File: config.mk
export PLATFORM = sky130hd
export DESIGN_NAME = wdt_timeout
export DESIGN_NICKNAME = d
export VERILOG_FILES = /design/src/pkg/wdt_pkg.sv /design/src/hdl/wdt_tick_sync.sv /design/src/hdl/wdt_timeout.sv
export SDC_FILE = /design/constraint.sdc
export NUM_CORES = 1
export LEC_CHECK = 0
export BUFFER_PORTS_ARGS = -buffer_cell sky130_fd_sc_hd__buf_2
export CAP_MARGIN = 20
export CORE_ASPECT_RATIO = 1.4
export CORE_MARGIN = 2
export CORE_UTILIZATION = 43
export CTS_BUF_LIST = sky130_fd_sc_hd__clkbuf_8 sky130_fd_sc_hd__clkbuf_16
export CTS_CLUSTER_SIZE = 20
export DETAILED_ROUTE_END_ITERATION = 8
export PLACE_DENSITY = 0.66
export SLEW_MARGIN = 20
export SYNTH_ARGS = -nofsm -noshare
export SYNTH_HDL_FRONTEND = slang
export SYNTH_HIERARCHICAL = 1
export SYNTH_SLANG_ARGS = --single-unit
File: constraint.sdc
create_clock -name sys_clk -period 2.9 [get_ports sys_clk]
set_input_delay 0.145 -clock sys_clk [delete_from_list [all_inputs] [get_ports sys_clk]]
set_output_delay 0.145 -clock sys_clk [all_outputs]
set_load 0.1 [all_outputs]
File: src/pkg/wdt_pkg.sv
// constants for the watchdog time-out and reload unlock block
package wdt_pkg;
	localparam int CNT_W = 24;
	// register indices as printed; byte address is four times the index
	localparam logic [11:0] IDX_UNLOCK = 12'hff0;
	localparam logic [11:0] IDX_UPPER = 12'hff1;
	localparam logic [11:0] IDX_HIGH = 12'hff2;
	localparam logic [11:0] IDX_LOW = 12'hff3;
	localparam logic [11:0] IDX_CTRL = 12'hff4;
	localparam logic [13:0] ADDR_UNLOCK = {IDX_UNLOCK, 2'b00};
	localparam logic [13:0] ADDR_UPPER = {IDX_UPPER, 2'b00};
	localparam logic [13:0] ADDR_HIGH = {IDX_HIGH, 2'b00};
	localparam logic [13:0] ADDR_LOW = {IDX_LOW, 2'b00};
	localparam logic [13:0] ADDR_CTRL = {IDX_CTRL, 2'b00};
	localparam logic [7:0] KEY_FIRST = 8'h55;
	localparam logic [7:0] KEY_SECOND = 8'haa;
	localparam logic [7:0] RST_UPPER = 8'h00;
	localparam logic [7:0] RST_HIGH = 8'h04;
	localparam logic [7:0] RST_LOW = 8'h00;
	localparam logic [CNT_W-1:0] CNT_ZERO = 24'h000000;
	localparam logic [CNT_W-1:0] CNT_MAX = 24'hffffff;
	localparam logic [CNT_W-1:0] CNT_NO_REFRESH = 24'h000002;
	// reset cause bits in read data
	localparam int CAUSE_STOP_BIT = 4;
	localparam int CAUSE_WDT_BIT = 5;
	// control register bits
	localparam int CTRL_ENABLE_BIT = 0;
	localparam int CTRL_REFRESH_BIT = 1;
	typedef enum {LOCKED, KEY1_SEEN, OPEN_UPPER, OPEN_HIGH, OPEN_LOW} lockState_t;
endpackage

File: src/hdl/wdt_tick_sync.sv
// two-flop synchroniser and edge detector for the watchdog oscillator tick
`timescale 1ns/100ps
module wdt_tick_sync (
	// clock and reset
	input wire logic sys_clk,
	input wire logic rst_b,
	// raw oscillator and pulse out
	input wire logic oscIn,
	output logic tickPulse
);
	typedef struct packed {
		logic meta;
		logic sync;
		logic last;
	} syncState_t;
	syncState_t st_r, st_nxt;
	always_comb begin
		st_nxt.meta = oscIn;
		st_nxt.sync = st_r.meta;
		st_nxt.last = st_r.sync;
	end
	always_ff @(posedge sys_clk or negedge rst_b) begin
		if (!rst_b) begin
			st_r <= '0;
		end else begin
			st_r <= st_nxt;
		end
	end
	// rising edge of the slow oscillator, one sys_clk wide
	assign tickPulse = st_r.sync & ~st_r.last;
endmodule

File: src/hdl/wdt_timeout.sv
// watchdog downcounter, time-out response, reset cause and reload unlock
//
// Design decisions made here: the address map and the APB register port.
`timescale 1ns/100ps
module wdt_timeout
	import wdt_pkg::*;
#(
	parameter int ADDR_W = 14
) (
	// clock and reset
	input wire logic sys_clk,
	input wire logic rst_b,
	// apb slave
	input wire logic psel,
	input wire logic penable,
	input wire logic pwrite,
	input wire logic [ADDR_W-1:0] paddr,
	input wire logic [31:0] pwdata,
	input wire logic [3:0] pstrb,
	output logic [31:0] prdata,
	output logic pready,
	output logic pslverr,
	// system state and option
	input wire logic wdtOsc,
	input wire logic timeoutResponseOption,
	input wire logic alwaysOnOption,
	input wire logic stopMode,
	input wire logic debugMode,
	input wire logic refreshInstruction,
	// responses
	output logic wdtIrq,
	output logic systemResetReq,
	output logic stopRecoveryReq
);
	typedef struct packed {
		// counter and reload image
		logic [CNT_W-1:0] count;
		logic [7:0] reloadUpper;
		logic [7:0] reloadHigh;
		logic [7:0] reloadLow;
		logic enabled;
		// cause flags, cleared by a cause read
		logic causeWdt;
		logic causeStop;
		// one-cycle response pulses
		logic irq;
		logic sysRst;
		logic stopRec;
		// bus side
		logic [31:0] rdata;
		logic rdWait;
		lockState_t lock;
	} wdtState_t;

	wdtState_t st_r, st_nxt;
	logic tick;

	// bus decode
	logic acc;
	logic wr;
	logic rd;
	logic unmapped;
	logic hitUnlock;
	logic hitUpper;
	logic hitHigh;
	logic hitLow;
	logic hitCtrl;
	logic ctrlWr;
	logic causeRd;
	logic keyFirst;
	logic keySecond;
	// counter control
	logic refreshReq;
	logic enableReq;
	logic canRefresh;
	logic doLoad;
	logic timeout;
	logic [CNT_W-1:0] reloadVal;
	logic [CNT_W-1:0] countDec;

	// oscillator steps arrive as one-cycle pulses
	wdt_tick_sync u_tick (
		.sys_clk(sys_clk),
		.rst_b(rst_b),
		.oscIn(wdtOsc),
		.tickPulse(tick)
	);

	assign acc = psel & penable;
	assign wr = acc & pwrite;
	assign rd = acc & ~pwrite;
	assign hitUnlock = paddr == ADDR_UNLOCK[ADDR_W-1:0];
	assign hitUpper = paddr == ADDR_UPPER[ADDR_W-1:0];
	assign hitHigh = paddr == ADDR_HIGH[ADDR_W-1:0];
	assign hitLow = paddr == ADDR_LOW[ADDR_W-1:0];
	assign hitCtrl = paddr == ADDR_CTRL[ADDR_W-1:0];
	assign unmapped = ~(hitUnlock | hitUpper | hitHigh | hitLow | hitCtrl);
	// control register only looks at its low byte lane
	assign ctrlWr = wr & hitCtrl & pstrb[0];
	// reset cause is read through the shared unlock address
	assign causeRd = rd & hitUnlock;
	// keys go to the shared address and never touch the cause flags
	assign keyFirst = wr & hitUnlock & (pwdata[7:0] == KEY_FIRST);
	assign keySecond = wr & hitUnlock & (pwdata[7:0] == KEY_SECOND);
	assign enableReq = ctrlWr & pwdata[CTRL_ENABLE_BIT];
	// debug holds the count up by refreshing on every cycle
	assign refreshReq = refreshInstruction | debugMode
		| (ctrlWr & pwdata[CTRL_REFRESH_BIT]);
	// a refresh this close to zero would hide an imminent time-out
	assign canRefresh = st_r.count > CNT_NO_REFRESH;
	assign reloadVal = {st_r.reloadUpper, st_r.reloadHigh, st_r.reloadLow};
	assign countDec = st_r.count - {{(CNT_W-1){1'b0}}, 1'b1};

	// next state: counter, response, cause flags, lock machine, read data
	always_comb begin
		st_nxt = st_r;
		st_nxt.irq = 1'b0;
		st_nxt.sysRst = 1'b0;
		st_nxt.stopRec = 1'b0;
		doLoad = 1'b0;
		timeout = 1'b0;
		// first enable loads the reload value, later refreshes reload it
		if (!st_r.enabled) begin
			if (enableReq || refreshInstruction || alwaysOnOption) begin
				st_nxt.enabled = 1'b1;
				doLoad = 1'b1;
			end
		end else if (refreshReq && canRefresh) begin
			doLoad = 1'b1;
		end
		// time-out once per zero crossing, on the oscillator step that leaves zero
		if (st_r.enabled && tick && !doLoad) begin
			if (st_r.count == CNT_ZERO) begin
				timeout = 1'b1;
			end
		end
		if (doLoad) begin
			st_nxt.count = reloadVal;
		end else if (st_r.enabled && tick) begin
			if (timeout) begin
				// wrap rather than reload, so a missed refresh stays visible
				st_nxt.count = CNT_MAX;
			end else begin
				st_nxt.count = countDec;
			end
		end

		// a read of reset cause clears flags; a new event in that cycle wins
		if (causeRd) begin
			st_nxt.causeWdt = 1'b0;
			st_nxt.causeStop = 1'b0;
		end
		if (timeout) begin
			st_nxt.causeWdt = 1'b1;
			case ({stopMode, timeoutResponseOption})
				2'b10: begin
					// interrupt response while stopped: wake up and interrupt
					st_nxt.causeStop = 1'b1;
					st_nxt.stopRec = 1'b1;
					st_nxt.irq = 1'b1;
				end
				2'b11: begin
					// reset response while stopped only wakes the part
					st_nxt.causeStop = 1'b1;
					st_nxt.stopRec = 1'b1;
				end
				2'b01: begin
					st_nxt.sysRst = 1'b1;
				end
				2'b00: begin
					st_nxt.irq = 1'b1;
				end
				default: begin
					st_nxt.irq = 1'b0;
				end
			endcase
		end

		// lock machine: any write outside the expected step resets it
		if (wr) begin
			case (st_r.lock)
				LOCKED: begin
					if (keyFirst) begin
						st_nxt.lock = KEY1_SEEN;
					end
				end
				KEY1_SEEN: begin
					if (keySecond) begin
						st_nxt.lock = OPEN_UPPER;
					end else begin
						st_nxt.lock = LOCKED;
					end
				end
				OPEN_UPPER: begin
					if (paddr == ADDR_UPPER[ADDR_W-1:0]) begin
						st_nxt.reloadUpper = pwdata[7:0];
						st_nxt.lock = OPEN_HIGH;
					end else begin
						st_nxt.lock = LOCKED;
					end
				end
				OPEN_HIGH: begin
					if (paddr == ADDR_HIGH[ADDR_W-1:0]) begin
						st_nxt.reloadHigh = pwdata[7:0];
						st_nxt.lock = OPEN_LOW;
					end else begin
						st_nxt.lock = LOCKED;
					end
				end
				OPEN_LOW: begin
					if (paddr == ADDR_LOW[ADDR_W-1:0]) begin
						st_nxt.reloadLow = pwdata[7:0];
					end
					// relock so every update needs a fresh key pair
					st_nxt.lock = LOCKED;
				end
				default: begin
					st_nxt.lock = LOCKED;
				end
			endcase
		end

		// read data registered at the access edge
		st_nxt.rdata = '0;
		if (rd) begin
			case (1'b1)
				hitUnlock: begin
					st_nxt.rdata[CAUSE_WDT_BIT] = st_r.causeWdt;
					st_nxt.rdata[CAUSE_STOP_BIT] = st_r.causeStop;
				end
				hitUpper: begin
					st_nxt.rdata[7:0] = st_r.count[23:16];
				end
				hitHigh: begin
					st_nxt.rdata[7:0] = st_r.count[15:8];
				end
				hitLow: begin
					st_nxt.rdata[7:0] = st_r.count[7:0];
				end
				hitCtrl: begin
					st_nxt.rdata[CTRL_ENABLE_BIT] = st_r.enabled;
				end
				default: begin
					st_nxt.rdata = '0;
				end
			endcase
		end
		// reads take one wait state so the registered data is in place
		st_nxt.rdWait = rd & ~st_r.rdWait;
	end

	always_ff @(posedge sys_clk or negedge rst_b) begin
		if (!rst_b) begin
			st_r.count <= CNT_ZERO;
			// reload image comes up at the default time-out value
			st_r.reloadUpper <= RST_UPPER;
			st_r.reloadHigh <= RST_HIGH;
			st_r.reloadLow <= RST_LOW;
			st_r.enabled <= 1'b0;
			st_r.causeWdt <= 1'b0;
			st_r.causeStop <= 1'b0;
			st_r.irq <= 1'b0;
			st_r.sysRst <= 1'b0;
			st_r.stopRec <= 1'b0;
			st_r.rdata <= '0;
			st_r.rdWait <= 1'b0;
			st_r.lock <= LOCKED;
		end else begin
			st_r <= st_nxt;
		end
	end

	// writes answer at once; reads wait one cycle for the registered data
	assign pready = pwrite | st_r.rdWait;
	assign pslverr = acc & pready & unmapped;
	assign prdata = st_r.rdata;
	// response pulses straight from their flops, one cycle each
	assign wdtIrq = st_r.irq;
	assign systemResetReq = st_r.sysRst;
	assign stopRecoveryReq = st_r.stopRec;
endmodule

# == Yosys cells after proc, flatten, opt, wreduce, memory -nomap -nowiden ==
# Cells that the tools add are included.
# totals
output_inout_bits,37
inputBits,61
wordCells,114
ff_bits,122
# classes
n_addsub,1
n_reduce_logical,17
n_eq_ne,15
bitwise_logic,26
magnitude_cmp,1
n_mux,38
# op_table
cell,n
32-bit one-hot mux with 4 select lines,1
24-bit 2-to-1 mux,3
"14-bit equality test, second input constant",5
"32-bit by 2-bit equality test with 1-bit output, second input constant",2
"32-bit by 1-bit equality test with 1-bit output, second input constant",1
"32-bit by 3-bit equality test with 1-bit output, second input constant",1
32-bit logical NOT,1
32-bit 2-to-1 mux,1
"24-bit by 2-bit greater-than comparator with 1-bit output, second input constant",1
24-bit logical NOT,1
"24-bit by 1-bit subtractor with 24-bit output, second input constant",1
2-bit 2-to-1 mux,11
1-bit bitwise AND,15
1-bit 2-to-1 mux,15
3-bit 2-to-1 mux,5
3-bit AND reduction,3
"8-bit by 7-bit equality test with 1-bit output, second input constant",1
"8-bit equality test, second input constant",1
8-bit 2-to-1 mux,1
1-bit OR,7
5-bit 2-to-1 mux,1
"2-bit equality test, second input constant",2
1-bit inverter,4
2-bit nonzero test,2
8 further kinds,12

# == Longest topological paths before layout ==
# logic_depth
word_depth,15
ltp_mapped,9
ltp_nobuf,7

# == Modules after synthesis ==
# Netlist, hierarchy kept.
# by_module_without_submodules
mod,cells_each,seq_area_each_um2,area_each_um2,instances
wdt_timeout,439,1652.8,4264.1,1
wdt_tick_sync,4,75.1,88.8,1

# == Worst setup path after synthesis ==
# Ideal clock, no wire load.
# synth_path
path_type,input to output
start,in paddr[3]
end,out pslverr
stages,4
t_required_ns,2.755
setup_slack_ns,-0.307
path_buffers,2
arrival_time_ns,3.062
path_cell_list,clkbuf_1 -> clkbuf_1 -> o21ai_0 -> a211oi_1
# synth_via
elab_chain_cells,7
elab_cells_between_ends,11
cone_classes,eq/ne (5); bitwise (6)
# synth_rtl
element,line,rtl
start: declaration,wdt_timeout.sv:17,"input wire logic [ADDR_W-1:0] paddr,"
14-bit equality test (on tied branches),"wdt_timeout.sv:92, wdt_timeout.sv:93",
1-bit OR (3 in series),wdt_timeout.sv:97,assign unmapped = ~(hitUnlock | hitUpper | hitHigh | hitLow | hitCtrl);
1-bit OR (*),wdt_timeout.sv:97,
1-bit inverter (*),wdt_timeout.sv:97,
1-bit bitwise AND (*),wdt_timeout.sv:275,assign pslverr = acc & pready & unmapped;
end: declaration,wdt_timeout.sv:22,"output logic pslverr,"
# Mark *: on every way between the ends. The rest lies on a longest branch, timed or not.

# == Worst setup path after layout ==
# layout_path
start,reg st_r[100] (netlist bit)
end,reg st_r[118] (netlist bit)
# layout_via
elab_chain_cells,10
elab_cells_between_ends,14
cone_classes,add/sub (1); order compare (1); mux (7); reduce/logical (5)
# layout_rtl
element,line,rtl
start: declaration,wdt_timeout.sv:55,"wdtState_t st_r, st_nxt;"
start signal: assignment,wdt_timeout.sv:269,st_r <= st_nxt;
24-bit by 2-bit greater-than comparator with 1-bit output,wdt_timeout.sv:110,assign canRefresh = st_r.count > CNT_NO_REFRESH;
1-bit logical AND,wdt_timeout.sv:128,end else if (refreshReq && canRefresh) begin
1-bit 2-to-1 mux,wdt_timeout.sv:128,
1-bit 2-to-1 mux,wdt_timeout.sv:123,if (!st_r.enabled) begin
1-bit logical NOT,wdt_timeout.sv:132,if (st_r.enabled && tick && !doLoad) begin
1-bit logical AND,wdt_timeout.sv:132,
1-bit 2-to-1 mux,wdt_timeout.sv:132,
24-bit 2-to-1 mux,wdt_timeout.sv:140,if (timeout) begin
24-bit 2-to-1 mux,wdt_timeout.sv:139,end else if (st_r.enabled && tick) begin
24-bit 2-to-1 mux,wdt_timeout.sv:137,if (doLoad) begin
# Parallel ways exist; a longest one is shown, timed or not. The select of a mux whose other input is x is not followed.
# A chain may end at the register's enable or synchronous reset.

==> reports/results.ini <==
[place]
gp_congestion = 0.9180
dp_slack_ns = 0.09606
placed_area_um2 = 4641
numPortBuffers = 46
dp_hpwl_um = 8501

[outcome]
status = complete, no violations

[clock_tree]
cts-resized-gates = 0
cts_root_buf = clkbuf_16
cts_tree = built
cts_buffers = 9
cts_max_level = 3
clockBufferDepth = 2
clk_latency_ns = 0.34
cts.clk_slew.worst_paths_ns = 0.06
clkSinkCount = 69

[global_routing]
overflow = 0
grt_pass1_vias = 3486
track_usage_pct = 22.36
grt_max_degree = 40
antenna_found_initial = 0
grt_pass1_wl_um = 18450

[floorplanning]
die_area_um2 = 10960
io_pins = 98
die_y_um = 123.0
rows = 43
core_area_um2 = 9899
die_x_um = 89.04
start_util_pct = 43.97

[timing]
finalSetupViolations = 0
finalHoldViolations = 0
setup-tns-final_ns = 0
period_share_pct = 96.95
tightest_slew_ns = 0.7517
rsz0062_at_grt = false
fin_skew_ns = 0.008589
maxSlewViolCount = 0
finalWorstSetupSlack_ns = 0.08831
hold_slack_ns = 0.05964
maxSlewHeadroom_pct = 49.89
max_freq_ghz = 0.3557
min_period_ns = 2.812

[setup_path]
worstSetupPathType = flip-flop to flip-flop
path_max_fanout = 11
path_buf_inv = 1
start_kind = flip-flop
worstPathArrival_ns = 3.00
critPathTopFamily = simple AND/OR/NAND/NOR gates
crit_path_end_kind = flip-flop
crit_chain = or4_4, or4_1, nor4_4, or3_1, buf_4, o221ai_1
cp.depth = 6
cp_slowest_cell = or4_4
critPathRequiredTime_ns = 3.08
critPathMaxStageDelay_ns = 0.60
r2r_cells = 6

[synthesis]
synth_top_cell_area_share_pct = 39.09
synthArstFlopShare_pct = 100.0
ys_warn_count = 6
ys_ff_latch = 69
seq_area_frac_synth_pct = 39.70
yosys-top-cells-area = dfrtp_1, mux2_2, buf_4, o221ai_2, nand2_1
synth_cell_type_count = 61
synth_edf_count = 0
synth_cells = 443
synth_commonest_cells = dfrtp_1, nand2_1, buf_4
yosys.area.top_type = dfrtp_1
ys.flop_type = dfrtp_1
synth_most_common_cell = dfrtp_1
netlist_area_um2 = 4353
synth.avg_cell_area_um2 = 9.826

[route]
via_per_inst = 5.809
drt_iter0_markers = 294
post-route-drc-count = 0
post_drt_wl_per_cell_um = 18.48
num_vias = 3648
postRouteAntennaNets = 0
drt_pass1_iterations = 5
drt-total-wl_um = 11610

[worst_hold_path]
hp-class = primary input to flip-flop
holdPathStages = 3

[power]
finalPower_mw = 5.121
power_density_nw_per_um2 = 1028
leakage_nw = 2.248
ir_drop_v = 0.0004427

[finish]
diodes = 0
fin_nets = 552
stdcell_area_um2 = 4981
area_delta_synth_final_pct = 14.43
drive_above_1_share_pct = 28.60

[flow_run]
drv_cap = 0

-- layout by cell type, fill, tap and decap left out, types with 9 or more instances in the layout --
cell        n
dfrtp_1    68
buf_2      46
nand2_1    38
mux2_2     29
nor2_1     26
conb_1     24
nor3_1     23
buf_4      20
inv_1      18
o311ai_0   11
o221ai_1   11
nand3_1    10
o221ai_2   10
o22ai_1     9
clkbuf_16   9
-- flip-flops by register name (all words and copies together) (netlist names) --
register / cells
reloadVal: 24
wdtIrq: 1
u_tick/st_r: 1
u_tick/st_nxt: 2
prdata: 8
st_r: 31
systemResetReq: 1
stopRecoveryReq: 1
-- routing by layer --
metal / GRT usage [%] / vias up / part of all wire, %
li1: - / 1689 / -
met4: 9.328 / 0 / 2.6
met2: 37.69 / 145 / 51
met3: 3.605 / 21 / 4.5
met5: 0 / - / 0
met1: 28.23 / 1793 / 42
-- what timing repair did --
| item | CTS | global route |
|---|---|---|
| hold buffers | 3 | 0 |
| hold endpoints to repair | 32 | 0 |
| setup buffers | 0 | 0 |
-- cell type report --
cell class	count	area [um^2]
multi-input cells	319	2256
repair buffers	71	450.4
clock buffers	10	239.0
well taps	135	168.9
clock inverters	6	71.32
flip-flops and latches	69	1728
inverters	18	67.56
fillers	936	4918
-- per-stage QoR --
step	std cells	util [%]
detailed placement	609	46.88
finish	628	50.32
global route	628	50.32
CTS	628	50.32
global placement	609	46.88
floorplan	466	-
-- path summary, 6_finish.rpt --
| kind | endpoint | start | slack [ns] |
|---|---|---|---|
| setup / recovery | st_r[118] | st_r[100] | 0.09 |
| hold / removal | stopRecoveryReq | stopMode | 0.06 |
| setup reg to reg | st_r[118] | st_r[100] | 0.09 |
| hold reg to reg | u_tick/st_nxt[0] | u_tick/st_nxt[1] | 0.35 |
| max in group asynchronous | reloadVal[10] | rst_b | 1.74 |
| min in group asynchronous | st_r[32] | rst_b | 0.44 |
-- power by group --
group	internal, mW	leakage, nW	total, mW	switching, mW
clock	0.695	0.145	1.13	0.436
combinational	1.05	1.17	2.75	1.70
sequential	1.08	0.934	1.24	0.167
-- cells by family after synthesis --
kind of cell / share of synthesized area (%)
buffers and inverters: 10.58
DFF: 39.70
adders and majority gates: 0.8624
AOI/OAI and AO/OA: 16.56
xor gates and xnor gates: 2.213
muxes: 8.537
other: 0.08615
and+or+nand+nor: 21.47
-- worst register-to-register path, stage by stage, from the launching register on --
cell and delay [ns]:
dfrtp_1 0.43, or4_4 0.60, or4_1 0.60, nor4_4 0.36, or3_1 0.28, buf_4 0.27
o221ai_1 0.14
Note: power is estimated with default switching activity, not from simulation.
